## src/pkg/pll_osc_regs.vh

```
// register map, field positions, reset values and timing counts of the clock control block
`ifndef PLL_OSC_REGS_VH
`define PLL_OSC_REGS_VH

// byte addresses on the register bus
`define PERIPH_RST_ADDR     32'h4004_8004
`define PLL_CFG_ADDR        32'h4004_8008
`define PLL_STAT_ADDR       32'h4004_800c
`define SYS_OSC_ADDR        32'h4004_8020
`define LP_OSC_ADDR         32'h4004_8024
`define IRQ_STATUS_ADDR     32'h4004_8f00
`define IRQ_MASK_ADDR       32'h4004_8f04

// field positions
`define SPI_RELEASE_BIT     0
`define FB_DIV_MSB          4
`define FB_DIV_LSB          0
`define POST_DIV_MSB        6
`define POST_DIV_LSB        5
`define LOCK_BIT            0
`define BYPASS_BIT          0
`define RANGE_BIT           1
`define LP_DIV_MSB          4
`define LP_DIV_LSB          0
`define LP_FREQ_MSB         8
`define LP_FREQ_LSB         5
`define IRQ_LOCK_GAIN_BIT   0
`define IRQ_LOCK_LOSS_BIT   1

// reset values
`define SPI_RELEASE_RESET   1'b0
`define FB_DIV_RESET        5'h00
`define POST_DIV_RESET      2'h0
`define BYPASS_RESET        1'b0
`define RANGE_RESET         1'b0
`define LP_DIV_RESET        5'h00
`define LP_FREQ_RESET       4'h0
`define IRQ_RESET           2'h0

// reference clock edges from a divider change until lock is reported
`define LOCK_REF_CYCLES     10'h064

`endif

```

## src/hdl/lp_osc_clk_divider.v

```verilog
// digital divider of the low-power oscillator: output toggles every (1 + ratio) analog edges
`timescale 1ns/1ps
`default_nettype none

module lp_osc_clk_divider
(
  input  wire       core_clk,
  input  wire       sys_rst,
  input  wire       enable,
  input  wire       analog_edge,
  input  wire [4:0] ratio,
  output reg        div_clk_q
);

  reg [4:0] cnt_q;

  always @(posedge core_clk)
  begin
    if (sys_rst)
    begin
      cnt_q     <= 5'h00;
      div_clk_q <= 1'b0;
    end
    else if (!enable)
    begin
      // held quiet until software has chosen a frequency
      cnt_q     <= 5'h00;
      div_clk_q <= 1'b0;
    end
    else if (analog_edge)
    begin
      // a full period is 2 x (1 + ratio) analog periods
      // >= guards against a ratio lowered below the running count
      if (cnt_q >= ratio)
      begin
        cnt_q     <= 5'h00;
        div_clk_q <= ~div_clk_q;
      end
      else
      begin
        cnt_q <= cnt_q + 5'h01;
      end
    end
  end

endmodule
`default_nettype wire

```

## src/hdl/pll_lock_model.v

```verilog
// lock detector model: counts reference edges after a restart before reporting lock
`timescale 1ns/1ps
`default_nettype none
`include "pll_osc_regs.vh"

module pll_lock_model
(
  input  wire       core_clk,
  input  wire       sys_rst,
  input  wire       restart,
  input  wire       ref_edge,
  output reg        locked_q
);

  localparam [1:0] ST_ACQUIRE = 2'b01;
  localparam [1:0] ST_LOCKED  = 2'b10;

  reg [1:0] state_q;
  reg [9:0] cnt_q;

  always @(posedge core_clk)
  begin
    if (sys_rst)
    begin
      state_q  <= ST_ACQUIRE;
      cnt_q    <= 10'h000;
      locked_q <= 1'b0;
    end
    else if (restart)
    begin
      // any divider change drops lock at once
      state_q  <= ST_ACQUIRE;
      cnt_q    <= 10'h000;
      locked_q <= 1'b0;
    end
    else
    begin
      case (state_q)
        ST_ACQUIRE:
        begin
          if (ref_edge)
          begin
            if (cnt_q == `LOCK_REF_CYCLES - 10'h001)
            begin
              state_q  <= ST_LOCKED;
              locked_q <= 1'b1;
            end
            else
            begin
              cnt_q <= cnt_q + 10'h001;
            end
          end
        end
        ST_LOCKED:
        begin
          locked_q <= 1'b1;
        end
        default:
        begin
          state_q  <= ST_ACQUIRE;
          locked_q <= 1'b0;
        end
      endcase
    end
  end

endmodule
`default_nettype wire

```

## src/hdl/pll_osc_reset_control.v

```verilog
// clock and reset control: spi reset, pll dividers and lock, oscillator controls, register slave
`timescale 1ns/1ps
`default_nettype none
`include "pll_osc_regs.vh"

module pll_osc_reset_control
(
  input  wire        core_clk,
  input  wire        sys_rst,
  input  wire [31:0] avs_address,
  input  wire        avs_read,
  input  wire        avs_write,
  input  wire [31:0] avs_writedata,
  input  wire [3:0]  avs_byteenable,
  output reg  [31:0] avs_readdata,
  output reg         avs_waitrequest,
  input  wire        crystal_input_pin,
  input  wire        sys_osc_clk,
  input  wire        lp_osc_analog_clk,
  output reg         spi_reset_n,
  output reg         pll_ref_clk,
  output reg  [5:0]  pll_feedback_factor,
  output reg  [4:0]  pll_post_ratio,
  output reg         osc_bypass,
  output reg         osc_range_select,
  output reg  [3:0]  lp_osc_analog_freq,
  output wire        lp_osc_clk,
  output wire        pll_locked,
  output reg         irq
);

  //////////////////////////////////////////////////////////////////////////////
  // pin synchronisers
  // clocks that arrive on pins are sampled, so they must stay well below
  // half of core_clk; a faster reference is only seen as a sampled pattern

  wire [2:0] pin_raw;
  reg  [2:0] pin_s1_q;
  reg  [2:0] pin_s2_q;
  reg  [2:0] pin_s3_q;
  reg  [2:0] pin_val_q;
  reg  [2:0] pin_prev_q;

  assign pin_raw = {lp_osc_analog_clk, sys_osc_clk, crystal_input_pin};

  genvar gi;
  generate
    for (gi = 0; gi < 3; gi = gi + 1)
    begin : g_pin_sync
      always @(posedge core_clk)
      begin
        if (sys_rst)
        begin
          pin_s1_q[gi]   <= 1'b0;
          pin_s2_q[gi]   <= 1'b0;
          pin_s3_q[gi]   <= 1'b0;
          pin_val_q[gi]  <= 1'b0;
          pin_prev_q[gi] <= 1'b0;
        end
        else
        begin
          pin_s1_q[gi]   <= pin_raw[gi];
          pin_s2_q[gi]   <= pin_s1_q[gi];
          pin_s3_q[gi]   <= pin_s2_q[gi];
          pin_prev_q[gi] <= pin_val_q[gi];
          if (pin_s2_q[gi] == pin_s3_q[gi])
          begin
            pin_val_q[gi] <= pin_s3_q[gi];
          end
        end
      end
    end
  endgenerate

  //////////////////////////////////////////////////////////////////////////////
  // register state

  reg       spi_release_q;
  reg [4:0] fb_div_q;
  reg [1:0] post_code_q;
  reg       bypass_q;
  reg       range_q;
  reg [4:0] lp_div_q;
  reg [3:0] lp_freq_q;
  reg       lp_prog_q;
  reg [1:0] irq_status_q;
  reg [1:0] irq_mask_q;
  reg       restart_q;
  reg       lock_prev_q;

  wire [31:0] be_mask;
  wire [31:0] wr_merge_pll;
  wire [31:0] wr_merge_lp;
  wire        bus_req;
  wire        bus_commit_wr;
  wire        hit_periph;
  wire        hit_pll_cfg;
  wire        hit_pll_stat;
  wire        hit_sys_osc;
  wire        hit_lp_osc;
  wire        hit_irq_stat;
  wire        hit_irq_mask;

  assign be_mask = {{8{avs_byteenable[3]}}, {8{avs_byteenable[2]}},
                    {8{avs_byteenable[1]}}, {8{avs_byteenable[0]}}};

  assign hit_periph   = (avs_address == `PERIPH_RST_ADDR);
  assign hit_pll_cfg  = (avs_address == `PLL_CFG_ADDR);
  assign hit_pll_stat = (avs_address == `PLL_STAT_ADDR);
  assign hit_sys_osc  = (avs_address == `SYS_OSC_ADDR);
  assign hit_lp_osc   = (avs_address == `LP_OSC_ADDR);
  assign hit_irq_stat = (avs_address == `IRQ_STATUS_ADDR);
  assign hit_irq_mask = (avs_address == `IRQ_MASK_ADDR);

  assign bus_req       = avs_read | avs_write;
  // a write lands on the edge where the master sees waitrequest low
  assign bus_commit_wr = avs_write & ~avs_waitrequest;

  // reserved bits are never stored, so stray ones read back as zero
  assign wr_merge_pll = ({25'h000_0000, post_code_q, fb_div_q} & ~be_mask)
                        | (avs_writedata & be_mask);
  assign wr_merge_lp  = ({23'h00_0000, lp_freq_q, lp_div_q} & ~be_mask)
                        | (avs_writedata & be_mask);

  wire pll_cfg_change;
  assign pll_cfg_change = bus_commit_wr & hit_pll_cfg &
    ((wr_merge_pll[`FB_DIV_MSB:`FB_DIV_LSB] != fb_div_q) |
     (wr_merge_pll[`POST_DIV_MSB:`POST_DIV_LSB] != post_code_q));

  wire bypass_change;
  assign bypass_change = bus_commit_wr & hit_sys_osc & avs_byteenable[0] &
    (avs_writedata[`BYPASS_BIT] != bypass_q);

  //////////////////////////////////////////////////////////////////////////////
  // register writes

  always @(posedge core_clk)
  begin
    if (sys_rst)
    begin
      spi_release_q <= `SPI_RELEASE_RESET;
      fb_div_q      <= `FB_DIV_RESET;
      post_code_q   <= `POST_DIV_RESET;
      bypass_q      <= `BYPASS_RESET;
      range_q       <= `RANGE_RESET;
      lp_div_q      <= `LP_DIV_RESET;
      lp_freq_q     <= `LP_FREQ_RESET;
      lp_prog_q     <= 1'b0;
      irq_mask_q    <= `IRQ_RESET;
      restart_q     <= 1'b0;
    end
    else
    begin
      restart_q <= pll_cfg_change | bypass_change;
      if (bus_commit_wr)
      begin
        if (hit_periph && avs_byteenable[0])
        begin
          spi_release_q <= avs_writedata[`SPI_RELEASE_BIT];
        end
        if (hit_pll_cfg)
        begin
          fb_div_q    <= wr_merge_pll[`FB_DIV_MSB:`FB_DIV_LSB];
          post_code_q <= wr_merge_pll[`POST_DIV_MSB:`POST_DIV_LSB];
        end
        if (hit_sys_osc && avs_byteenable[0])
        begin
          bypass_q <= avs_writedata[`BYPASS_BIT];
          range_q  <= avs_writedata[`RANGE_BIT];
        end
        if (hit_lp_osc && (avs_byteenable[1:0] != 2'h0))
        begin
          lp_div_q  <= wr_merge_lp[`LP_DIV_MSB:`LP_DIV_LSB];
          lp_freq_q <= wr_merge_lp[`LP_FREQ_MSB:`LP_FREQ_LSB];
          lp_prog_q <= 1'b1;
        end
        if (hit_irq_mask && avs_byteenable[0])
        begin
          irq_mask_q <= avs_writedata[1:0];
        end
      end
    end
  end

  //////////////////////////////////////////////////////////////////////////////
  // pll reference, dividers and lock

  wire ref_sel;
  wire ref_edge;

  // bypass takes the crystal pin straight through, else the oscillator
  assign ref_sel  = bypass_q ? pin_val_q[0] : pin_val_q[1];
  assign ref_edge = bypass_q ? (pin_val_q[0] & ~pin_prev_q[0])
                             : (pin_val_q[1] & ~pin_prev_q[1]);

  always @(posedge core_clk)
  begin
    if (sys_rst)
    begin
      pll_ref_clk         <= 1'b0;
      pll_feedback_factor <= 6'h01;
      pll_post_ratio      <= 5'h02;
      spi_reset_n         <= 1'b0;
      osc_bypass          <= `BYPASS_RESET;
      osc_range_select    <= `RANGE_RESET;
      lp_osc_analog_freq  <= `LP_FREQ_RESET;
    end
    else
    begin
      pll_ref_clk         <= ref_sel;
      // the analog loop multiplies by M, then divides by 2P
      pll_feedback_factor <= {1'b0, fb_div_q} + 6'h01;
      pll_post_ratio      <= 5'h02 << post_code_q;
      spi_reset_n         <= spi_release_q;
      osc_bypass          <= bypass_q;
      osc_range_select    <= range_q;
      lp_osc_analog_freq  <= lp_freq_q;
    end
  end

  pll_lock_model u_lock
  (
    .core_clk (core_clk),
    .sys_rst  (sys_rst),
    .restart  (restart_q),
    .ref_edge (ref_edge),
    .locked_q (pll_locked)
  );

  //////////////////////////////////////////////////////////////////////////////
  // low-power oscillator output divider

  lp_osc_clk_divider u_lp_div
  (
    .core_clk    (core_clk),
    .sys_rst     (sys_rst),
    .enable      (lp_prog_q),
    .analog_edge (pin_val_q[2] & ~pin_prev_q[2]),
    .ratio       (lp_div_q),
    .div_clk_q   (lp_osc_clk)
  );

  //////////////////////////////////////////////////////////////////////////////
  // lock events and interrupt

  wire [1:0] irq_set;
  wire [1:0] irq_clr;
  wire [1:0] irq_status_d;

  assign irq_set      = {lock_prev_q & ~pll_locked, ~lock_prev_q & pll_locked};
  assign irq_clr      = (bus_commit_wr && hit_irq_stat && avs_byteenable[0])
                        ? avs_writedata[1:0] : 2'h0;
  // a new event outranks a clear in the same cycle
  assign irq_status_d = (irq_status_q & ~irq_clr) | irq_set;

  always @(posedge core_clk)
  begin
    if (sys_rst)
    begin
      lock_prev_q  <= 1'b0;
      irq_status_q <= `IRQ_RESET;
      irq          <= 1'b0;
    end
    else
    begin
      lock_prev_q  <= pll_locked;
      irq_status_q <= irq_status_d;
      irq          <= |(irq_status_d & irq_mask_q);
    end
  end

  //////////////////////////////////////////////////////////////////////////////
  // avalon slave: one wait cycle, then a single cycle with waitrequest low

  reg [31:0] rd_mux;

  always @*
  begin
    rd_mux = 32'h0000_0000;
    if (hit_periph)
    begin
      rd_mux[`SPI_RELEASE_BIT] = spi_release_q;
    end
    else if (hit_pll_cfg)
    begin
      rd_mux[`POST_DIV_MSB:`FB_DIV_LSB] = {post_code_q, fb_div_q};
    end
    else if (hit_pll_stat)
    begin
      rd_mux[`LOCK_BIT] = pll_locked;
    end
    else if (hit_sys_osc)
    begin
      rd_mux[`RANGE_BIT:`BYPASS_BIT] = {range_q, bypass_q};
    end
    else if (hit_lp_osc)
    begin
      rd_mux[`LP_FREQ_MSB:`LP_DIV_LSB] = {lp_freq_q, lp_div_q};
    end
    else if (hit_irq_stat)
    begin
      rd_mux[1:0] = irq_status_q;
    end
    else if (hit_irq_mask)
    begin
      rd_mux[1:0] = irq_mask_q;
    end
  end

  always @(posedge core_clk)
  begin
    if (sys_rst)
    begin
      avs_waitrequest <= 1'b1;
      avs_readdata    <= 32'h0000_0000;
    end
    else if (bus_req && avs_waitrequest)
    begin
      avs_waitrequest <= 1'b0;
      avs_readdata    <= avs_read ? rd_mux : 32'h0000_0000;
    end
    else
    begin
      avs_waitrequest <= 1'b1;
      avs_readdata    <= 32'h0000_0000;
    end
  end

endmodule
`default_nettype wire

```

## config.mk

```make
export PLATFORM = sky130hd
export DESIGN_NAME = pll_osc_reset_control
export DESIGN_NICKNAME = d
export VERILOG_FILES = /design/src/hdl/lp_osc_clk_divider.v /design/src/hdl/pll_lock_model.v /design/src/hdl/pll_osc_reset_control.v
export VERILOG_INCLUDE_DIRS = /design/src /design/src/pkg
export SDC_FILE = /design/constraint.sdc
export NUM_CORES = 1
export LEC_CHECK = 0
export BUFFER_PORTS_ARGS = -buffer_cell sky130_fd_sc_hd__buf_2
export CAP_MARGIN = 20
export CORE_ASPECT_RATIO = 1.4
export CORE_UTILIZATION = 46
export DETAILED_ROUTE_END_ITERATION = 8
export PLACE_DENSITY = 0.87
export SYNTH_ARGS = -nofsm -noshare
export SYNTH_HDL_FRONTEND = slang
export SYNTH_HIERARCHICAL = 1
export SYNTH_SLANG_ARGS = --single-unit
```

## constraint.sdc

```tcl
create_clock -name core_clk -period 2.4 [get_ports core_clk]
set_clock_uncertainty 0.1 [all_clocks]
set_input_delay 0.48 -clock core_clk [delete_from_list [all_inputs] [get_ports core_clk]]
set_output_delay 0.48 -clock core_clk [all_outputs]
set_load 0.01 [all_outputs]
```

==> out/qor.yml, run 1 <==
period_share: 0.8732
ant_nets: 0
power_frac_clock: 0.453
leakagePower_nw: 2.042
grt-ovfl-total: 0
yosys_warnings: 6
antenna_found_initial: 0
pre_cts_ws_ps: -22.64
setup_ws_ps: 304.3
cp_max_fo: 7
max_stage_delay_ps: 400
setup_viol: 0
grt_max_degree: 59
critPathRequiredTime_ps: 2500
status: "finished, final reports clean"
synth_xor_area_frac: 0.03026
p_switching_w: 0.0006630
gp_congestion: 0.8474
synth_compound_area_frac: 0.1297
dp_cells: 613
syn_area_um2: 4053
routed_via_density: 5.312
final_cells: 629
hold_start: "avs_read"
holdBufCountCts: 0
synthFlopType: "dfxtp_1"
r2r_start: "bypass_q"
r2r_cells: 5
rows: 40
criticalPathCategory: "in2reg"
drc: 0
area_growth_pct: 19.57
die_height_um: 113.1
routed_wl_um: 9020
hold-path-endpoint: "avs_waitrequest"
die_area_um2: 9195
grt_pass1_vias: 3330
ys_top_cells_by_area: "dfxtp_1 (44%), mux2i_1 (5.9%), buf_4 (4.4%)"
syn-instance-count: 429
firstDrtPassIters: 4
fill_cells: 715
r2r_end: "u_lock/cnt_q[9]"
num_antenna_cells: 0
switching_share: 0.2232
synthAdderAreaFrac: 0.03087
crit_path_frequent_cell: "buf_4"
async_flop_share: 0
synth-simple-area-share: 0.2340
via_count: 3341
cts_tree: "done"
path_delay_family: "simple AND/OR/NAND/NOR gates"
crit_slowest_cell: "nor4b_1"
cts_made_buffers: 9
drt_iter0_drc: 168
yosysTopAreaCell: "dfxtp_1"
die_w_um: 81.33
ioPinCount: 130
finalHoldViolCount: 0
tightest_slew_ps: 647.4
holdPathStages: 2
syn_avg_cell_area_um2: 9.447
core_area_um2: 8558
worst_slew_margin_rel: 0.5651
cts_root_buf: "clkbuf_16"
fin_crit_ps: 2096
reg2reg_slack_ps: 370
cp_cell_sequence: "buf_2 -> nor4b_1 -> nand4_2 -> buf_4 -> nor4_1 -> buf_4 -> mux2i_1 -> nor2_1"
min_path_type: "in2reg"
synthMostInstantiatedCell: "dfxtp_1"
pwr-share-seq: 0.501
critPathBufInv: 3
ctsResizeCount: 0
cp-end-kind: "register"
start_util: 0.4735
routedWlPerCell_um: 14.34
slew_viol_final: 0
fmax_mhz: 477.2
cap_violations: 0
grt_usage: 0.2160
pwr_density_cell_nw_per_um2: 613.0
regArea_um2: 1782
cp.arrival_ps: 2200
yosys-mux-area-fraction: 0.05928
htree_num_levels: 3
final_design_area_no_fill_um2: 4846
multiInputGateArea_um2: 2052
drive_above_1_share: 0.2366
cp-start-kind: "primary input"
cts_buffer_depth: 2
hpwl_um: 6730
synth_top_area_frac: 0.4396
synth.yosys.seq_area_share: 0.4396
rsz0062_at_grt: "false"
layout.nets: 604
clk_pin_slew_ps: 60
synthDistinctLibCells: 56
grt_pass1_wl_um: 15100
synth_edf_count: 0
ir_drop_uv: 778.4
utilization: 0.5662
worstSkewPairLatency_ps: 340
dpl-instance-area_um2: 4554
postCtsSetupBuffers: 0
p_comb_frac: 0.046
synth-seq-cells: 89
cts.sinks: 89
synth_top_family_by_area: "simple AND/OR/NAND/NOR gates"
total_power_w: 0.002970
io_buffers: 80
synth.top_cells.by_count: "dfxtp_1 (89), nor2_1 (33), buf_4 (24), mux2i_1 (24), nor2b_1 (23)"
internal-power_w: 0.002307
## power by group through the flow
stage	registers (W)	logic, W	clock network, W
2_1_floorplan	0.00152	0.000101	0
3_3_place_gp	0.00152	0.000133	0
3_5_place_dp	0.00152	0.000136	0
4_1_cts	0.00149	0.000137	0.00138
5_1_grt	0.00149	0.000151	0.00143
6_report	0.00149	0.000138	0.00134
## metrics by stage
stage	hold slack (ps)	setup TNS [ps]
floorplan	313.8	0
global placement	331.4	0
detailed placement	324.5	-41.34
CTS	231.0	0
global route	245.7	0
finish	239.8	0
## final cells by class
class,instances,area share
clock buffers,12,0.05293
clock inverters,4,0.007230
inverters,15,0.01162
multi-input cells,308,0.4234
flip-flops and latches,89,0.3677
well taps,105,0.02711
repair buffers,96,0.1100
## layer usage
layer	global-route usage	wire length [um]
met4	0.1262	335
met3	0.05887	448
met2	0.3700	4673
met5	0	0
met1	0.2311	3563
## cells in the final DEF (no fill, tap or decap), drive strengths merged, types with 15 or more instances in the layout
cell type | Yosys | layout
inv | 15 | 17
nand3 | 15 | 15
nand2 | 20 | 20
nor2 | 33 | 33
a21oi | 17 | 17
buf | 26 | 96
nor2b | 23 | 23
conb | 1 | 24
dfxtp | 89 | 89
mux2i | 24 | 24
## how the worst max path moves through the flow
stage / from / to / slack, ps / cells after the start
after floorplan: avs_address[9] / register / 70 / 6
after global placement: avs_address[9] / register / 7 / 7
after detailed placement: avs_address[12] / register / -20 / 8
after CTS: avs_address[12] / irq_mask_q[1] / 310 / 8
after global routing: avs_address[12] / irq_mask_q[0] / 120 / 8
final: avs_address[12] / irq_mask_q[1] / 300 / 8
## cell families (layout without fill, tap and decap cells)
family,after synthesis,count (layout)
buffers and inverters,55,127
other,1,24
adder cells (fa/ha/maj),10,10
flip-flops,89,89
AND/OR/NAND/NOR,163,163
multiplexers,24,24
XOR/XNOR,14,14
AO/OA/AOI/OAI,73,73
Power figures use the tool's default switching activity.
==> run 2: changes to the inputs <==
- REMOVE_ABC_BUFFERS: unset -> 1
==> run 2 against run 1 <==
  * Total power up 5.8%
  * Setup slack got worse by 43 ps
  * Final area increased by 0.77%
  * First-iteration DRC count decreased by 11%
  * Register-to-register slack better by 20 ps
  * Non-clock buffer count did not move
  * Utilization is 0.44 points higher
  * Clock power grew 13%
  * Critical endpoint is now avs_readdata[2]
  * Largest power group is now the clock network
  * Highest routed layer unchanged
==> out/qor.yml, run 2 (synthesis results as in run 1) <==
status: "finished, final reports clean"
cts_buffer_depth: 2
drc: 0
grt_max_degree: 30
pre_cts_ws_ps: -112.5
final_common_cell: "dfxtp_1"
gp_congestion: 0.8849
leakagePower_nw: 2.057
cts_root_buf: "clkbuf_16"
pwr-share-seq: 0.474
pwr_density_cell_nw_per_um2: 643.6
internal-power_w: 0.002482
cp-end-kind: "register"
io_buffers: 80
ir_drop_uv: 544.5
drive_above_1_share: 0.2385
setup_viol: 0
ctsResizeCount: 0
die_w_um: 81.33
p_switching_w: 0.0006611
layout.nets: 604
routedWlPerCell_um: 14.01
power_frac_clock: 0.483
drt_iter0_drc: 149
routed_wl_um: 8810
cts_tree: "done"
hold-path-endpoint: "avs_waitrequest"
via_count: 3320
worstSkewPairLatency_ps: 340
hpwl_um: 6583
hold_start: "avs_read"
criticalPathCategory: "in2reg"
fmax_mhz: 467.5
grt_usage: 0.2046
holdPathStages: 2
die_height_um: 113.1
fin_crit_ps: 2139
holdBufCountCts: 0
start_util: 0.4735
worst_slew_margin_rel: 0.5906
p_comb_frac: 0.044
cts_made_buffers: 9
finalSetupTns_ps: 0
postCtsSetupBuffers: 0
hold-worst-slack_ps: 232.0
r2r_start: "bypass_q"
period_share: 0.8913
final_cells: 629
cp_max_fo: 6
finalHoldViolCount: 0
core_area_um2: 8558
clk_pin_slew_ps: 70
min_path_type: "in2reg"
cts.sinks: 89
firstDrtPassIters: 4
antenna_found_initial: 0
htree_num_levels: 3
tightest_slew_ps: 609.4
rows: 40
cap_violations: 0
setup_ws_ps: 260.9
grt-ovfl-total: 0
critPathRequiredTime_ps: 2580
final_cell_mix: "dfxtp_1 (89), buf_2 (80), nor2_1 (33), mux2i_1 (24), conb_1 (24)"
area_growth_pct: 20.50
routed_via_density: 5.278
die_area_um2: 9195
cp_cell_sequence: "buf_2 -> or4_4 -> or2_1 -> nor4_2 -> buf_4 -> a22o_1"
grt_pass1_vias: 3289
crit_slowest_cell: "or4_4"
r2r_end: "u_lock/cnt_q[9]"
cp.arrival_ps: 2320
ioPinCount: 130
num_antenna_cells: 0
reg2reg_slack_ps: 390
switching_share: 0.2104
dp_cells: 613
grt_pass1_wl_um: 14430
r2r_cells: 5
cp-start-kind: "primary input"
rsz0062_at_grt: "false"
ant_nets: 0
max_stage_delay_ps: 530
utilization: 0.5706
slew_viol_final: 0
fill_cells: 754
run 2: changes by cell type in the layout (fill, tap and decap cells not counted):
| cell | change |
|---|---|
| inv_6 | -1 |
| clkbuf_8 | -1 |
| clkbuf_1 | -1 |
| clkinv_2 | +1 |
| clkinvlp_4 | +1 |
| bufinv_16 | +2 |
| clkinv_4 | -1 |
run 2: layout make-up:
class | instances | area, um^2 | share of cell area
inverter | 15 | 56.30 | 0.01153
tap | 105 | 131.4 | 0.02690
timing repair buffer | 96 | 533.0 | 0.1091
multi-input combinational | 308 | 2052 | 0.4202
clock buffer | 10 | 239.0 | 0.04894
clock inverter | 6 | 90.09 | 0.01845
sequential | 89 | 1782 | 0.3648
run 2: stage by stage:
step	power, W	cell area (um^2)
2_1_floorplan	0.001574	3890
3_3_place_gp	0.001655	4554
3_5_place_dp	0.001657	4554
4_1_cts	0.003160	4883
5_1_grt	0.003236	4883
6_report	0.003143	4883
run 2: power by group through the flow:
stage	sequential [W]	clock, W	combinational (W)
global route	0.00149	0.00160	0.000152
floorplan	0.00152	0	0.0000530
global placement	0.00152	0	0.000134
detailed placement	0.00152	0	0.000136
CTS	0.00149	0.00154	0.000137
finish	0.00149	0.00152	0.000138
run 2: worst max-delay path by stage:
| stage | end | slack [ps] | startpoint | cells after the start |
|---|---|---|---|---|
| after global placement | avs_readdata[2] | -70 | avs_address[9] | 6 |
| after floorplan | register | 30 | avs_address[9] | 5 |
| after global routing | register | 170 | avs_address[9] | 7 |
| after CTS | register | 230 | avs_address[9] | 7 |
| after detailed placement | register | -110 | avs_address[9] | 7 |
| final | avs_readdata[2] | 260 | avs_address[9] | 6 |
run 2: critical path: cells and delay by family:
kind / cells / cell delay [ps]
buf+inv: 2 / 340
simple gates: 3 / 1340
compound gates: 1 / 160
run 2: metal layers:
| layer | wire length (um) | track usage |
|---|---|---|
| met5 | 0 | 0 |
| met4 | 329 | 0.1250 |
| met3 | 331 | 0.03790 |
| met2 | 4526 | 0.3417 |
| met1 | 3623 | 0.2359 |
